[config.mk]
export PLATFORM = sky130hd
export DESIGN_NAME = dmaarc_top
export DESIGN_NICKNAME = d
export VERILOG_FILES = /design/src/common/dmaarc_pkg.sv /design/src/logic/dmaarc_sync.sv /design/src/logic/dmaarc_top.sv
export SDC_FILE = /design/constraint.sdc
export NUM_CORES = 1
export LEC_CHECK = 0
export CORE_ASPECT_RATIO = 1.75
export CORE_MARGIN = 4
export CORE_UTILIZATION = 35
export CTS_CLUSTER_DIAMETER = 50
export DETAILED_ROUTE_END_ITERATION = 8
export DONT_BUFFER_PORTS = 1
export PLACE_DENSITY_LB_ADDON = 0.12
export SLEW_MARGIN = 25
export SYNTH_ARGS = -nofsm -noshare
export SYNTH_HDL_FRONTEND = slang
export SYNTH_HIERARCHICAL = 1
export SYNTH_SLANG_ARGS = --single-unit
[constraint.sdc]
create_clock -name clk -period 1.8 [get_ports clk]
set_input_delay 0.18 -clock clk [delete_from_list [all_inputs] [get_ports clk]]
set_output_delay 0.18 -clock clk [all_outputs]
set_load 0.1 [all_outputs]
[src/common/dmaarc_pkg.sv]
package dmaarc_pkg;

   // Address field widths and positions.
   localparam int PAGE_W = 8;
   localparam int MID_W = 8;
   localparam int LOW_W = 8;
   localparam int XA_W = 17;
   localparam int UP_W = 7;
   localparam int CHAN_W = 3;
   localparam int NCHAN = 8;
   localparam int NREQ = 8;
   localparam int XA_MID8_LSB = 8;
   localparam int XA_MID16_LSB = 9;
   localparam int XA_LOW16_LSB = 1;
   localparam int XA_TOP = 16;
   localparam int PAGE_XA16_BIT = 0;
   localparam int PAGE_UP_LSB = 1;

   // Timing in system clocks (clk runs at 200 MHz, 5 ns period).
   localparam int CLK_PERIOD_PS = 5000;
   localparam int DMA_CLK_DIV = 2;
   localparam int CORE_MEMORY_READ_STROBE_DELAY_DMA_CLKS = 1;
   localparam logic [1:0] CORE_MEMORY_READ_STROBE_DELAY = 2'(CORE_MEMORY_READ_STROBE_DELAY_DMA_CLKS * DMA_CLK_DIV);
   localparam logic [2:0] REFRESH_LEN = 3'h4;

   // Reset values of synchronised pins: requests idle low, ready and master idle high.
   localparam logic [NREQ+1:0] SYNC_RESET = {8'h00, 1'b1, 1'b1};
   localparam logic [PAGE_W-1:0] PAGE_RESET = 8'h00;
   localparam logic [MID_W-1:0] MID_RESET = 8'h00;

   typedef enum logic [2:0] {
      RDY_IDLE = 3'h1,
      RDY_FORCED = 3'h2,
      RDY_EXTEND = 3'h4
   } dmaarc_rdy_t;

   typedef enum logic [4:0] {
      ARB_IDLE = 5'h01,
      ARB_DMA_WAIT = 5'h02,
      ARB_DMA = 5'h04,
      ARB_REF_WAIT = 5'h08,
      ARB_REF = 5'h10
   } dmaarc_arb_t;

   // Signals from the active controller core.
   typedef struct packed {
      logic [CHAN_W-1:0] chan;
      logic wide;
      logic active;
      logic cascade;
      logic addr_strobe;
      logic xfer_start;
      logic core_memory_read_strobe_n;
      logic hold_req;
      logic [LOW_W-1:0] low;
      logic [MID_W-1:0] data;
   } dmaarc_core_t;

   typedef struct packed {
      logic [XA_W-1:0] addr;
      logic oe;
   } dmaarc_xa_t;

   typedef struct packed {
      logic [UP_W-1:0] addr;
      logic oe;
   } dmaarc_up_t;

endpackage

[src/logic/dmaarc_sync.sv]
`timescale 1ns/1ps
module dmaarc_sync #(
   parameter int W = 1,
   parameter logic [W-1:0] RESET_VALUE = '0
) (
   // Clock and reset
   input wire logic clk,
   input wire logic rst_n,
   input wire logic clk_en,
   // Data
   input wire logic [W-1:0] d,
   output logic [W-1:0] q
);

   logic [W-1:0] stage1;

   always_ff @(posedge clk or negedge rst_n) begin
      if (!rst_n) begin
         stage1 <= RESET_VALUE;
         q <= RESET_VALUE;
      end else if (clk_en) begin
         stage1 <= d;
         q <= stage1;
      end
   end

endmodule

[src/logic/dmaarc_top.sv]
`timescale 1ns/1ps
// Notes on behaviour
// [RULE_01] Page value drives upper address lines
// [RULE_02] Middle portion refreshed at start, block crossing
// [RULE_03] Latch core data during address strobe
// [RULE_04] Middle latch drives XA8-15 or XA9-16
// [RULE_05] Core low byte drives XA0-7 or XA1-8
// [RULE_06] XA0 low for every 16-bit transfer
// [RULE_07] Both cores share one ready signal
// [RULE_08] Exactly one forced wait state per transfer
// [RULE_09] Slow device pulls ready low early
// [RULE_10] Keep waiting while channel ready is low
// [RULE_11] Late ready rise costs one extra wait
// [RULE_12] Delayed read strobe falls two clocks later
// [RULE_13] Delayed read strobe rises with raw strobe
// [RULE_14] Board wires cascade channel to external controller
// [RULE_15] Cascade acknowledge floats data, commands, XA
// [RULE_16] Cascade acknowledge still drives page value
// [RULE_17] Master pulls master pin only after acknowledge
// [RULE_18] Upper address floats while master pin low
// [RULE_19] Arbiter takes DMA and refresh timer requests
// [RULE_20] DMA sampled rising, timer sampled falling edge
// [RULE_21] First captured request wins, other waits
// [RULE_22] DMA clock runs at half system rate
// [RULE_23] Address counting never touches page bits
// [RULE_24] Grant passes over without dropping CPU hold
// [RULE_25] Asynchronous inputs pass two-flop synchroniser
module dmaarc_top
   import dmaarc_pkg::*;
(
   // Clock, reset and freeze
   input wire logic clk,
   input wire logic rst_n,
   input wire logic clk_en,
   // Controller cores
   input wire dmaarc_core_t core,
   output logic core_ready,
   output logic core_hold_ack,
   output logic [NREQ-1:0] core_request,
   // Page register load port
   input wire logic page_we,
   input wire logic [CHAN_W-1:0] page_sel,
   input wire logic [PAGE_W-1:0] page_wdata,
   // Expansion bus pins
   input wire logic [NREQ-1:0] dma_request_line,
   input wire logic channel_ready_input,
   input wire logic master_n,
   output dmaarc_xa_t peripheral_address_bus,
   output dmaarc_up_t upper_address,
   output logic delayed_memory_read_strobe_n,
   output logic cmd_data_oe,
   output logic refresh_n_out,
   output logic refresh_n_oe,
   // Processor hold handshake and refresh timer
   input wire logic timer1_out,
   input wire logic cpu_hold_ack,
   output logic processor_hold_request
);

   logic [NREQ+1:0] sync_q;
   logic [NREQ-1:0] dma_req_s;
   logic chan_rdy_s;
   logic mst_n_s;
   logic dma_phase;
   logic [PAGE_W-1:0] page [NCHAN];
   logic [MID_W-1:0] mid8;
   logic [MID_W-1:0] mid16;
   logic [1:0] mlow_cnt;
   logic dma_req_q;
   logic tmr_q;
   logic ref_pend;
   logic [2:0] ref_cnt;
   dmaarc_rdy_t rdy_state;
   dmaarc_rdy_t next_rdy;
   dmaarc_arb_t arb_state;
   dmaarc_arb_t next_arb;

   // [RULE_25] two-flop synchroniser
   dmaarc_sync #(
      .W(NREQ + 2),
      .RESET_VALUE(SYNC_RESET)
   ) u_sync (
      .clk(clk),
      .rst_n(rst_n),
      .clk_en(clk_en),
      .d({dma_request_line, channel_ready_input, master_n}),
      .q(sync_q)
   );

   assign dma_req_s = sync_q[NREQ+1:2];
   assign chan_rdy_s = sync_q[1];
   assign mst_n_s = sync_q[0];

   // [RULE_22] half-rate DMA clock
   wire dma_rise = clk_en && !dma_phase;
   wire dma_fall = clk_en && dma_phase;

   always_ff @(posedge clk or negedge rst_n) begin
      if (!rst_n) begin
         dma_phase <= 1'b0;
      end else if (clk_en) begin
         dma_phase <= !dma_phase;
      end
   end

   // Address composition.
   wire [PAGE_W-1:0] sel_page = page[core.chan];
   wire xa_drive = core.active && !core.cascade && mst_n_s;
   wire up_drive = core.active && mst_n_s;
   wire [XA_W-1:0] xa8;
   wire [XA_W-1:0] xa16;
   // [RULE_01] page bit feeds XA16 on byte channels
   // [RULE_04] byte channel middle field
   // [RULE_05] byte channel low field
   assign xa8 = {sel_page[PAGE_XA16_BIT], mid8, core.low};
   // [RULE_06] word channels force XA0 low
   // [RULE_04] word channel middle field
   // [RULE_05] word channel low field
   assign xa16 = {mid16, core.low, 1'b0};
   wire [XA_W-1:0] next_xa = core.wide ? xa16 : xa8;
   // [RULE_23] page bits come only from the page register
   wire [UP_W-1:0] next_up = sel_page[PAGE_W-1:PAGE_UP_LSB];

   always_ff @(posedge clk or negedge rst_n) begin
      if (!rst_n) begin
         for (int i = 0; i < NCHAN; i++) begin
            page[i] <= PAGE_RESET;
         end
      end else if (clk_en && page_we) begin
         page[page_sel] <= page_wdata;
      end
   end

   // The core only strobes at the start and on block crossings, so the latch needs no counter.
   // [RULE_02] middle refreshed on strobe
   // [RULE_03] capture middle byte
   always_ff @(posedge clk or negedge rst_n) begin
      if (!rst_n) begin
         mid8 <= MID_RESET;
         mid16 <= MID_RESET;
      end else if (clk_en && core.addr_strobe) begin
         if (core.wide) begin
            mid16 <= core.data;
         end else begin
            mid8 <= core.data;
         end
      end
   end

   // [RULE_15] cascade floats XA and commands
   // [RULE_16] cascade keeps page on upper lines
   // [RULE_18] master pin floats upper lines
   always_ff @(posedge clk or negedge rst_n) begin
      if (!rst_n) begin
         peripheral_address_bus <= '0;
         upper_address <= '0;
         cmd_data_oe <= 1'b0;
      end else if (clk_en) begin
         peripheral_address_bus <= '{addr: next_xa, oe: xa_drive};
         upper_address <= '{addr: next_up, oe: up_drive};
         cmd_data_oe <= xa_drive;
      end
   end

   // Read strobe delay: counts edges the raw strobe has been low.
   wire [1:0] next_mlow = core.core_memory_read_strobe_n ? 2'h0 :
      (mlow_cnt == CORE_MEMORY_READ_STROBE_DELAY) ? mlow_cnt : mlow_cnt + 2'h1;
   // [RULE_12] fall held off two clocks
   // [RULE_13] rise follows raw strobe at once
   wire next_dmemr_n = core.core_memory_read_strobe_n || (mlow_cnt < CORE_MEMORY_READ_STROBE_DELAY);

   always_ff @(posedge clk or negedge rst_n) begin
      if (!rst_n) begin
         mlow_cnt <= 2'h0;
         delayed_memory_read_strobe_n <= 1'b1;
      end else if (clk_en) begin
         mlow_cnt <= next_mlow;
         delayed_memory_read_strobe_n <= next_dmemr_n;
      end
   end

   // Ready control: ready is sampled on the DMA clock's second phase.
   always_comb begin
      next_rdy = rdy_state;
      unique case (rdy_state)
         RDY_IDLE: begin
            // [RULE_08] forced wait
            if (core.xfer_start) begin
               next_rdy = RDY_FORCED;
            end
         end
         RDY_FORCED: begin
            // [RULE_10] extend on low ready
            if (dma_fall) begin
               next_rdy = chan_rdy_s ? RDY_IDLE : RDY_EXTEND;
            end
         end
         RDY_EXTEND: begin
            // [RULE_11] late rise waits next sample
            if (dma_fall && chan_rdy_s) begin
               next_rdy = RDY_IDLE;
            end
         end
         default: next_rdy = RDY_IDLE;
      endcase
   end

   // [RULE_07] single shared ready
   always_ff @(posedge clk or negedge rst_n) begin
      if (!rst_n) begin
         rdy_state <= RDY_IDLE;
         core_ready <= 1'b1;
         core_request <= '0;
      end else if (clk_en) begin
         rdy_state <= next_rdy;
         core_ready <= (next_rdy == RDY_IDLE);
         core_request <= dma_req_s;
      end
   end

   // Hold arbiter. Samples on opposite DMA clock edges never coincide, so no tie exists.
   // [RULE_19] two request sources
   // [RULE_20] opposite edge sampling
   wire tmr_rise = dma_fall && timer1_out && !tmr_q;
   wire ref_done = (ref_cnt >= REFRESH_LEN - 3'h1) && chan_rdy_s;
   wire ref_enter = (next_arb == ARB_REF) && (arb_state != ARB_REF);

   always_comb begin
      next_arb = arb_state;
      unique case (arb_state)
         ARB_IDLE: begin
            // [RULE_21] first captured wins
            if (dma_req_q) begin
               next_arb = ARB_DMA_WAIT;
            end else if (ref_pend) begin
               next_arb = ARB_REF_WAIT;
            end
         end
         ARB_DMA_WAIT: begin
            if (cpu_hold_ack) begin
               next_arb = ARB_DMA;
            end
         end
         ARB_DMA: begin
            // [RULE_24] hand over to refresh
            if (!dma_req_q) begin
               next_arb = ref_pend ? ARB_REF : ARB_IDLE;
            end
         end
         ARB_REF_WAIT: begin
            if (cpu_hold_ack) begin
               next_arb = ARB_REF;
            end
         end
         ARB_REF: begin
            // [RULE_24] hand over to DMA
            if (ref_done) begin
               next_arb = dma_req_q ? ARB_DMA : ARB_IDLE;
            end
         end
         default: next_arb = ARB_IDLE;
      endcase
   end

   always_ff @(posedge clk or negedge rst_n) begin
      if (!rst_n) begin
         dma_req_q <= 1'b0;
         tmr_q <= 1'b0;
         ref_pend <= 1'b0;
      end else begin
         if (dma_rise) begin
            dma_req_q <= core.hold_req;
         end
         if (dma_fall) begin
            tmr_q <= timer1_out;
         end
         // A timer edge in the cycle the grant is taken stays pending.
         if (tmr_rise) begin
            ref_pend <= 1'b1;
         end else if (clk_en && ref_enter) begin
            ref_pend <= 1'b0;
         end
      end
   end

   always_ff @(posedge clk or negedge rst_n) begin
      if (!rst_n) begin
         arb_state <= ARB_IDLE;
         ref_cnt <= 3'h0;
         processor_hold_request <= 1'b0;
         core_hold_ack <= 1'b0;
         refresh_n_oe <= 1'b0;
         refresh_n_out <= 1'b0;
      end else if (clk_en) begin
         arb_state <= next_arb;
         ref_cnt <= (arb_state == ARB_REF && next_arb == ARB_REF) ? ref_cnt + 3'h1 : 3'h0;
         processor_hold_request <= (next_arb != ARB_IDLE);
         core_hold_ack <= (next_arb == ARB_DMA);
         refresh_n_oe <= (next_arb == ARB_REF);
         refresh_n_out <= 1'b0;
      end
   end
endmodule

==> impl_metrics.csv, run 1 <==
group,metric,value,unit
worst_setup_path,rrSetupSlack,70,ps
logic_synthesis,yosysWarnings,6,
timing,skew,5.332,ps
drt,vias,4469,
layout,fillers,1845,
layout,nets,687,
placement,place_hpwl,10520,um
timing,drv_slew,0,
clocking,path_clk_slew,60,ps
timing,min_period,1734,ps
logic_synthesis,synth_top_cell_by_area,"dfrtp_1",
logic_synthesis,async_flop_share,100.0,%
worst_setup_path,worstPathMaxFanout,2,
timing,setup_tns,0,ps
drt,dr_wl_met2,9389,um
drt,ant_nets,0,
timing,max_slew_margin,63.82,%
logic_synthesis,synth_cell_types,57,
clocking,cts_tree,"built",
timing,fmax,576.8,MHz
global_route,grt_overflow,0,
worst_setup_path,reg2regPathDepth,4,
drt,wl_met3,650,um
floorplan,num_io_pins,94,
floorplan,fp-row-count,68,
floorplan,start_util,35.57,%
timing,hold_viol_final,159,
layout,area_growth,26.11,%
worst_setup_path,start_kind,"flop",
clocking,cts_sinks,156,
floorplan,core_area,19740,um2
clocking,clk_path_buf_depth,2,
logic_synthesis,ys_ff_latch,156,
global_route,grt_max_degree,157,
drt,drc_errors,0,
clocking,clk-insertion-delay-late,420,ps
worst_setup_path,arrival,2030,ps
logic_synthesis,seq_area_frac_synth,55.75,%
pwr,pwr_density_cell,1293,nW/um2
logic_synthesis,syn_nets,575,
pwr,finalPower,11.45,mW
layout,drive_above_1_share,35.87,%
drt,wl_per_cell,18.87,um
worst_setup_path,startpoint,"page[5]$_DFFE_PN0P_",
clocking,clockRootBuffer,"clkbuf_16",
worst_setup_path,reg2reg_to,"upper_address[5]$_DFFE_PN0P_",
logic_synthesis,ys_top_cells_by_area,"dfrtp_1, mux2_2, mux4_2",
logic_synthesis,netlist_instances,519,
worst_setup_path,endpoint_kind,"flop",
layout,final_core_util,44.85,%
global_route,grtUsageTotal,15.83,%
clocking,cts_buffers,17,
logic_synthesis,synth_most_common_cell,"dfrtp_1",
pwr,leakage,3.874,nW
job,cap_viol_max_count,0,
logic_synthesis,syn_area,7020,um2
drt,wl_met1,6402,um
placement,portBuffers,0,
drt,vias_per_cell,5.027,
pwr,vdd_drop_max,0.0009392,V
clocking,cts_max_level,4,
logic_synthesis,syn_avg_cell_area,13.53,um2
floorplan,die-area,22480,um2
timing,final-setup-viol-count,0,
global_route,first_global_vias,4985,
placement,gp_congestion,0.8289,
status,violations,"hold timing",
global_route,grt_pass1_wl,27130,um
timing,period_share,96.31,%
drt,dr.max_layer_used,"met4",
worst_setup_path,worstPathRequired,2100,ps
logic_synthesis,synth_edf_count,0,
drt,dr.pass1.iters,4,
logic_synthesis,synth.top_cells.by_count,"dfrtp_1, mux2_2, nor2_1",
placement,post-place-ws,46.88,ps
floorplan,die-width,115.1,um
drt,routed_wl,16770,um
status,status,"finished with violations",
timing,worst_slack,66.37,ps
timing,hold_slack,-547.3,ps
drt,drtIter0Drc,181,
min_path,hold_path_class,"in2async",
layout,n_antenna_cell,0,
logic_synthesis,yosys.area.top_type_share,52.75,%
worst_setup_path,timing.rr.start,"page[5]$_DFFE_PN0P_",
floorplan,die_y,195.4,um
timing,worstMarginPinSlew,542.7,ps
worst_setup_path,path_class,"reg2reg",
global_route,antenna_found_initial,0,
logic_synthesis,synth-main-ff-cell,"dfrtp_1",
registers in the layout (all words and copies together) (netlist names), 5 cells and up:
signal	cells
mid16	8
upper_address	8
page	64
mid8	8
u_sync/stage1	10
u_sync/q	10
core_request	8
peripheral_address_bus	17
arb_state	5
final cells by class:
cell class	count	area (um2)	area share [%]
flip-flops and latches	156	3915	44.22
well taps	245	306.5	3.462
multi-input cells	315	2909	32.86
inverters	18	67.56	0.7631
clock buffers	30	534.3	6.034
repair buffers	123	1111	12.55
clock inverters	2	10.01	0.1131
worst max-delay path: stages, from the launching register on:
cell,delay [ps]
dfrtp_1,380
mux4_2,460
mux2i_1,150
a21oi_1,80
dlygate4sd3_1,550
kinds of logic after synthesis:
logic type,after synthesis,share of synthesized area [%]
other,1,0.05342
buffers and inverters,48,3.226
flip-flops,156,55.75
AO/OA/AOI/OAI,73,6.701
adder cells (fa/ha/maj),3,0.5347
AND/OR/NAND/NOR,87,6.541
multiplexers,150,27.07
XOR/XNOR,1,0.1248
power breakdown:
part           total [mW]  switching (mW)  leakage [nW]  internal, mW
clock                3.33            1.34         0.269          1.98
combinational        3.35            1.96          1.73          1.39
sequential           4.77           0.489          1.87          4.28
total                11.4            3.80          3.87          7.65
layer usage:
layer	track usage (%)	vias up
met5	0	-
met4	5.744	0
met3	4.186	20
met2	28.82	81
met1	17.26	2278
li1	-	2090
cell usage in the layout (no fill, tap or decap), types with 7 or more instances in the layout:
cell type      instances
nor2b_1                7
mux2i_1               26
nand3_1                7
a21oi_1               30
dlygate4sd3_1         67
nor2_1                34
buf_4                 55
o21ai_0               11
mux2_4                20
inv_1                 18
mux2_2                89
mux4_2                15
dfstp_2                8
dfrtp_1              147
clkbuf_16             17
clkbuf_1               7
what timing repair did:
action | CTS | global route
endpoints found under the hold margin | 312 | 159
hold buffers | 70 | 1
gates resized for setup | 0 | 5
setup buffers | 0 | 3
setup endpoints to repair | 0 | 9
metrics by stage:
| stage | hold slack (ps) | instances | area (um2) |
|---|---|---|---|
| floorplan | -115.6 | 519 | 7020 |
| global placement | -109.6 | 786 | 7560 |
| detailed placement | -109.7 | 786 | 7560 |
| CTS | -572.3 | 888 | 8822 |
| global route | -576.9 | 889 | 8853 |
| finish | -547.3 | 889 | 8853 |
worst max-delay path by stage:
stage | cells after the start | slack, ps | to
after floorplan | 6 | 150 | arb_state[2]$_DFFE_PN0P_
after detailed placement | 7 | 50 | processor_hold_request$_DFFE_PN0P_
final | 4 | 70 | upper_address[5]$_DFFE_PN0P_
after global routing | 7 | -10 | mlow_cnt[1]$_DFFE_PN0P_
after global placement | 7 | 120 | processor_hold_request$_DFFE_PN0P_
after CTS | 4 | 30 | upper_address[3]$_DFFE_PN0P_
Note: power is estimated with default switching activity, not from simulation.
==> run 2: changes to the inputs <==
- ABC_AREA: unset -> 1
- clock period: 1.8 -> 2.2 ns (I/O delays scaled with it)
==> impl_metrics.csv, run 2 <==
group,metric,value,unit
layout,largest-register,"page",
worst_setup_path,endpoint_kind,"flop",
logic_synthesis,ys_top_cells_by_area,"dfrtp_1, nand2_1, o21ai_1",
logic_synthesis,seq_area_frac_synth,57.10,%
worst_setup_path,path_class,"reg2reg",
drt,routed_wl,17110,um
worst_setup_path,worstPathMaxFanout,2,
placement,post-place-ws,678.0,ps
global_route,grt_pass1_wl,28450,um
timing,skew,6.475,ps
pwr,vdd_drop_max,0.0005314,V
layout,nets,907,
logic_synthesis,synth-main-ff-cell,"dfrtp_1",
pwr,pwr_density_cell,1060,nW/um2
logic_synthesis,synth_most_common_cell,"nand2_1",
timing,hold_viol_final,156,
pwr,p_int,5.610,mW
floorplan,start_util,35.70,%
pwr,p_sw_share,34.73,%
logic_synthesis,yosys.area.top_type_share,54.03,%
logic_synthesis,ys_ff_latch,156,
layout,n_antenna_cell,0,
logic_synthesis,synth.top_cells.by_count,"nand2_1, dfrtp_1, inv_1",
status,violations,"hold timing",
drt,dr.pass1.iters,6,
timing,rsz0062_at_grt,"false",
layout,final_cell_mix,"nand2_1, dfrtp_1, inv_1",
pwr,power_frac_comb,23.5,%
worst_setup_path,rrSetupSlack,500,ps
global_route,grt_use_met2,28.53,%
worst_setup_path,slowest_delay,860,ps
layout,drive_above_1_share,11.34,%
clocking,cts_buffers,17,
worst_setup_path,arrival,2070,ps
drt,vias_per_cell,4.921,
drt,drc_errors,0,
layout,final_common_cell,"nand2_1",
global_route,grt_overflow,0,
floorplan,die_y,193.1,um
layout,final_area,8107,um2
clocking,path_clk_slew,60,ps
placement,portBuffers,0,
clocking,cts_sinks,156,
global_route,antenna_found_initial,0,
job,cap_viol_max_count,0,
clocking,postCtsSetupBuffers,0,
timing,worstMarginPinSlew,552.9,ps
worst_setup_path,timing.rr.start,"delayed_memory_read_strobe_n$_DFFE_PN1P_",
timing,period_share,77.49,%
floorplan,die-width,113.8,um
floorplan,num_io_pins,94,
layout,top_regs,"page: 64 flops, peripheral_address_bus: 17 flops",
layout,multiInputGateArea,2420,um2
logic_synthesis,async_flop_share,100.0,%
layout,largest_reg_flops,64,
placement,gp_congestion,0.8784,
timing,drv_slew,0,
min_path,hold_path_class,"in2async",
layout,final_core_util,42.23,%
logic_synthesis,syn_area,6854,um2
clocking,clockRootBuffer,"clkbuf_16",
timing,setup_tns,0,ps
global_route,grt_max_degree,157,
drt,vias,5438,
placement,place_area,7233,um2
floorplan,fp-row-count,67,
clocking,hold_buffers,29,
logic_synthesis,synth_cell_types,31,
layout,fillers,1946,
worst_setup_path,worstPathRequired,2570,ps
worst_setup_path,worst_path_max_delay_cell,"dfstp_2",
pwr,pwr-share-clk,32.7,%
logic_synthesis,yosysWarnings,6,
global_route,use_met1,19.18,%
timing,final-setup-viol-count,0,
logic_synthesis,syn_avg_cell_area,8.525,um2
placement,placed_cells,1044,
logic_synthesis,netlist_instances,804,
global_route,grtUsageTotal,16.46,%
layout,final_cells,1105,
timing,hold_slack,-517.9,ps
clocking,cts_max_level,4,
pwr,finalPower,8.595,mW
drt,drtIter0Drc,270,
logic_synthesis,synth_top_cell_by_area,"dfrtp_1",
timing,fmax,586.6,MHz
timing,min_period,1705,ps
worst_setup_path,reg2reg_to,"delayed_memory_read_strobe_n$_DFFE_PN1P_",
global_route,first_global_vias,5548,
logic_synthesis,syn_nets,860,
layout,seqCellArea,3915,um2
worst_setup_path,reg2regPathDepth,3,
drt,wl_per_cell,15.49,um
floorplan,core_area,19200,um2
status,status,"finished with violations",
timing,worst_slack,495.3,ps
worst_setup_path,cp_cell_sequence,"nor2_1 > a31oi_1 > dlygate4sd3_1",
logic_synthesis,synth_edf_count,0,
pwr,switching_power,2.985,mW
layout,area_growth,18.27,%
floorplan,die-area,21970,um2
pwr,leakage,4.023,nW
timing,max_slew_margin,63.14,%
worst_setup_path,startpoint,"delayed_memory_read_strobe_n$_DFFE_PN1P_",
placement,place_hpwl,11140,um
worst_setup_path,start_kind,"flop",
clocking,cts_tree,"built",
drt,ant_nets,0,
pwr,p_seq_share,43.8,%
global_route,use_met3,4.497,%
global_route,top_usage_layer,"met2",
clocking,clk-insertion-delay-late,430,ps
clocking,post_cts_resized,0,
clocking,clk_path_buf_depth,2,
[run 2: changes by cell type after synthesis, sizes merged, moves of 7 or more]
cell,previous run,this run
nand2,6,275
mux2,109,0
o21ai,12,111
inv,18,83
nand3,8,57
mux2i,26,0
o211ai,0,17
nor2,40,24
mux4,15,0
a21oi,30,19
clkbuf,4,11
nand2b,7,0
nor2b,7,0
[run 2: logic make-up after synthesis]
family          count (synthesis)  share of synthesized area (%)
compound gates                160                          12.83
flops                         156                          57.10
other cells                     1                        0.05471
simple gates                  362                          21.87
fa+ha+maj                       3                         0.5477
buf+inv                       122                          7.594
[run 2: critical path, delay by kind of cell (launching register included)]
kind	cells	cell delay (ps)
DFF	1	860
buffers and inverters	1	560
AOI/OAI and AO/OA	1	150
and+or+nand+nor	1	80
[run 2: area by class of cell]
class / count / share of cell area [%]
Inverter: 83 / 3.843
Multi-Input combinational cell: 526 / 29.85
Sequential cell: 156 / 48.29
Clock buffer: 22 / 5.850
Tap cell: 241 / 3.720
Timing Repair Buffer: 67 / 7.316
Clock inverter: 10 / 1.127
[run 2: power groups by stage]
stage               clock network, mW  registers, mW  logic (mW)
global placement                    0           3.78        1.92
finish                           2.81           3.76        2.02
global route                     3.01           3.82        2.24
floorplan                           0           4.48       0.879
detailed placement                  0           3.80        1.97
CTS                              2.90           3.76        2.04
[run 2: how the worst max path moves through the flow]
stage	cells after the start	to	slack, ps
final	3	delayed_memory_read_strobe_n$_DFFE_PN1P_	500
after global routing	3	delayed_memory_read_strobe_n$_DFFE_PN1P_	440
after CTS	3	delayed_memory_read_strobe_n$_DFFE_PN1P_	510
after detailed placement	4	mid8[0]$_DFFE_PN0P_	680
after global placement	10	ref_pend$_DFFE_PN0P_	740
after floorplan	1	peripheral_address_bus[0]	640
[run 2: per-layer routing]
layer	wire length (um)	vias up	share of wire (%)
li1	-	2682	-
met1	6999	2617	41
met2	8857	109	52
met3	823	30	4.8
met4	432	0	2.5
met5	0	-	0
==> run 3: changes to the inputs <==
- clock period: 2.2 -> 1.5 ns (I/O delays scaled with it)
==> impl_metrics.csv, run 3 (synthesized netlist as in run 2, its figures left out) <==
group,metric,value,unit
global_route,first_global_vias,5659,
status,status,"finished with violations",
clocking,cts_max_level,4,
timing,hold_viol_final,156,
drt,routed_wl,17450,um
worst_setup_path,worstPathRequired,1850,ps
floorplan,die-width,113.8,um
layout,final_core_util,43.71,%
pwr,vdd_drop_max,0.0009169,V
layout,n_antenna_cell,0,
global_route,antenna_found_initial,0,
floorplan,fp-row-count,67,
min_path,hold_path_class,"in2async",
status,violations,"hold timing",
drt,vias_per_cell,4.888,
drt,ant_nets,0,
timing,hold_slack,-578.5,ps
timing,fmax,682.0,MHz
clocking,cts_buffers,17,
worst_setup_path,endpoint_kind,"flop",
floorplan,die_y,193.1,um
clocking,cts_sinks,156,
placement,gp_congestion,0.8847,
clocking,cts_tree,"built",
drt,dr.pass1.iters,5,
placement,place_hpwl,11050,um
layout,largest_reg_flops,64,
global_route,grt_overflow,0,
global_route,grt_pass1_wl,28960,um
global_route,grtUsageTotal,16.76,%
pwr,pwr_density_cell,1551,nW/um2
clocking,clockRootBuffer,"clkbuf_16",
timing,rsz0062_at_grt,"true",
drt,vias,5489,
clocking,clk_path_buf_depth,2,
drt,drtIter0Drc,301,
timing,min_period,1466,ps
timing,skew,8.097,ps
worst_setup_path,start_kind,"flop",
layout,drive_above_1_share,13.15,%
floorplan,num_io_pins,94,
drt,drc_errors,0,
clocking,hold_buffers,41,
clocking,path_clk_slew,60,ps
layout,nets,926,
floorplan,core_area,19200,um2
job,cap_viol_max_count,0,
pwr,leakage,4.154,nW
clocking,clk-insertion-delay-late,420,ps
timing,final-setup-viol-count,0,
layout,final_cell_mix,"nand2_1, dfrtp_1, inv_1",
placement,portBuffers,0,
timing,period_share,97.76,%
global_route,grt_max_degree,157,
floorplan,start_util,35.70,%
layout,area_growth,22.44,%
worst_setup_path,arrival,1810,ps
layout,top_regs,"page: 64 flops, peripheral_address_bus: 17 flops",
drt,wl_per_cell,15.54,um
worst_setup_path,path_class,"reg2reg",
layout,final_common_cell,"nand2_1",
layout,largest-register,"page",
timing,setup_tns,0,ps
timing,drv_slew,0,
worst_setup_path,worstPathMaxFanout,2,
floorplan,die-area,21970,um2
[run 3: cell types whose count changed in the layout (fill, tap and decap cells not counted), sizes merged]
cell / previous run / this run
buf: 39 / 46
bufinv: 1 / 3
clkbuf: 22 / 21
clkinv: 4 / 3
clkinvlp: 5 / 4
dlygate4sd3: 28 / 40
[run 3: report_power, final]
group          switching [mW]  internal [mW]  leakage [nW]
logic                    2.22          0.894          1.90
registers               0.462           4.99          1.96
clock network            1.67           2.78         0.293
[run 3: path summary, 6_finish.rpt]
path | from | endpoint | slack (ps) | cells after the start
min in group clk | core[23] | upper_address[2]$_DFFE_PN0P_ | 20 | 4
worst min register to register | u_sync/stage1[1]$_DFFE_PN1P_ | u_sync/q[1]$_DFFE_PN1P_ | 460 | 2
max in group asynchronous | rst_n | core_ready$_DFFE_PN1P_ | 1790 | 0
worst max register to register | u_sync/q[0]$_DFFE_PN1P_ | cmd_data_oe$_DFFE_PN0P_ | 30 | 3
worst min-delay path | rst_n | page[5]$_DFFE_PN0P_ | -580 | 0
worst max-delay path | u_sync/q[0]$_DFFE_PN1P_ | cmd_data_oe$_DFFE_PN0P_ | 30 | 3
[run 3: metal layers]
layer  global-route usage (%)  share of wire, %  vias to the layer above
met2                    29.37                53                      130
met5                        0                 0                        -
met1                    19.91                41                     2613
met3                    3.716               4.3                       25
li1                         -                 -                     2721
met4                    6.630               1.8                        0
[run 3: worst max-delay path: stages, from the launching register on]
cell and delay (ps):
dfstp_2 550, nand3_1 130, o21ai_2 150, dlygate4sd3_1 560
[run 3: cell type report]
cell class,count,area (um2)
Timing Repair Buffer,86,778.2
Clock buffer,21,480.5
Clock inverter,10,138.9
Multi-Input combinational cell,526,2466
Fill cell,1929,10810
Tap cell,241,301.5
Inverter,83,311.5
Sequential cell,156,3915
[run 3: through the flow]
| stage | setup WS (ps) | area [um2] | total power, mW | hold slack [ps] | cells |
|---|---|---|---|---|---|
| floorplan | 10.06 | 6854 | 7.867 | -145.6 | 804 |
| global placement | 49.33 | 7291 | 8.384 | -138.6 | 1050 |
| detailed placement | -5.991 | 7291 | 8.484 | -138.8 | 1050 |
| CTS | 0.5884 | 8343 | 13.16 | -601.0 | 1122 |
| global route | -45.89 | 8392 | 13.73 | -605.4 | 1123 |
| finish | 33.65 | 8392 | 13.02 | -578.5 | 1123 |
[run 3: repair_timing]
action,in CTS,in global routing
pin swaps,0,8
buffers inserted,0,1
endpoints found under the hold margin,243,156
resized for setup,2,12
setup endpoints to repair,3,11
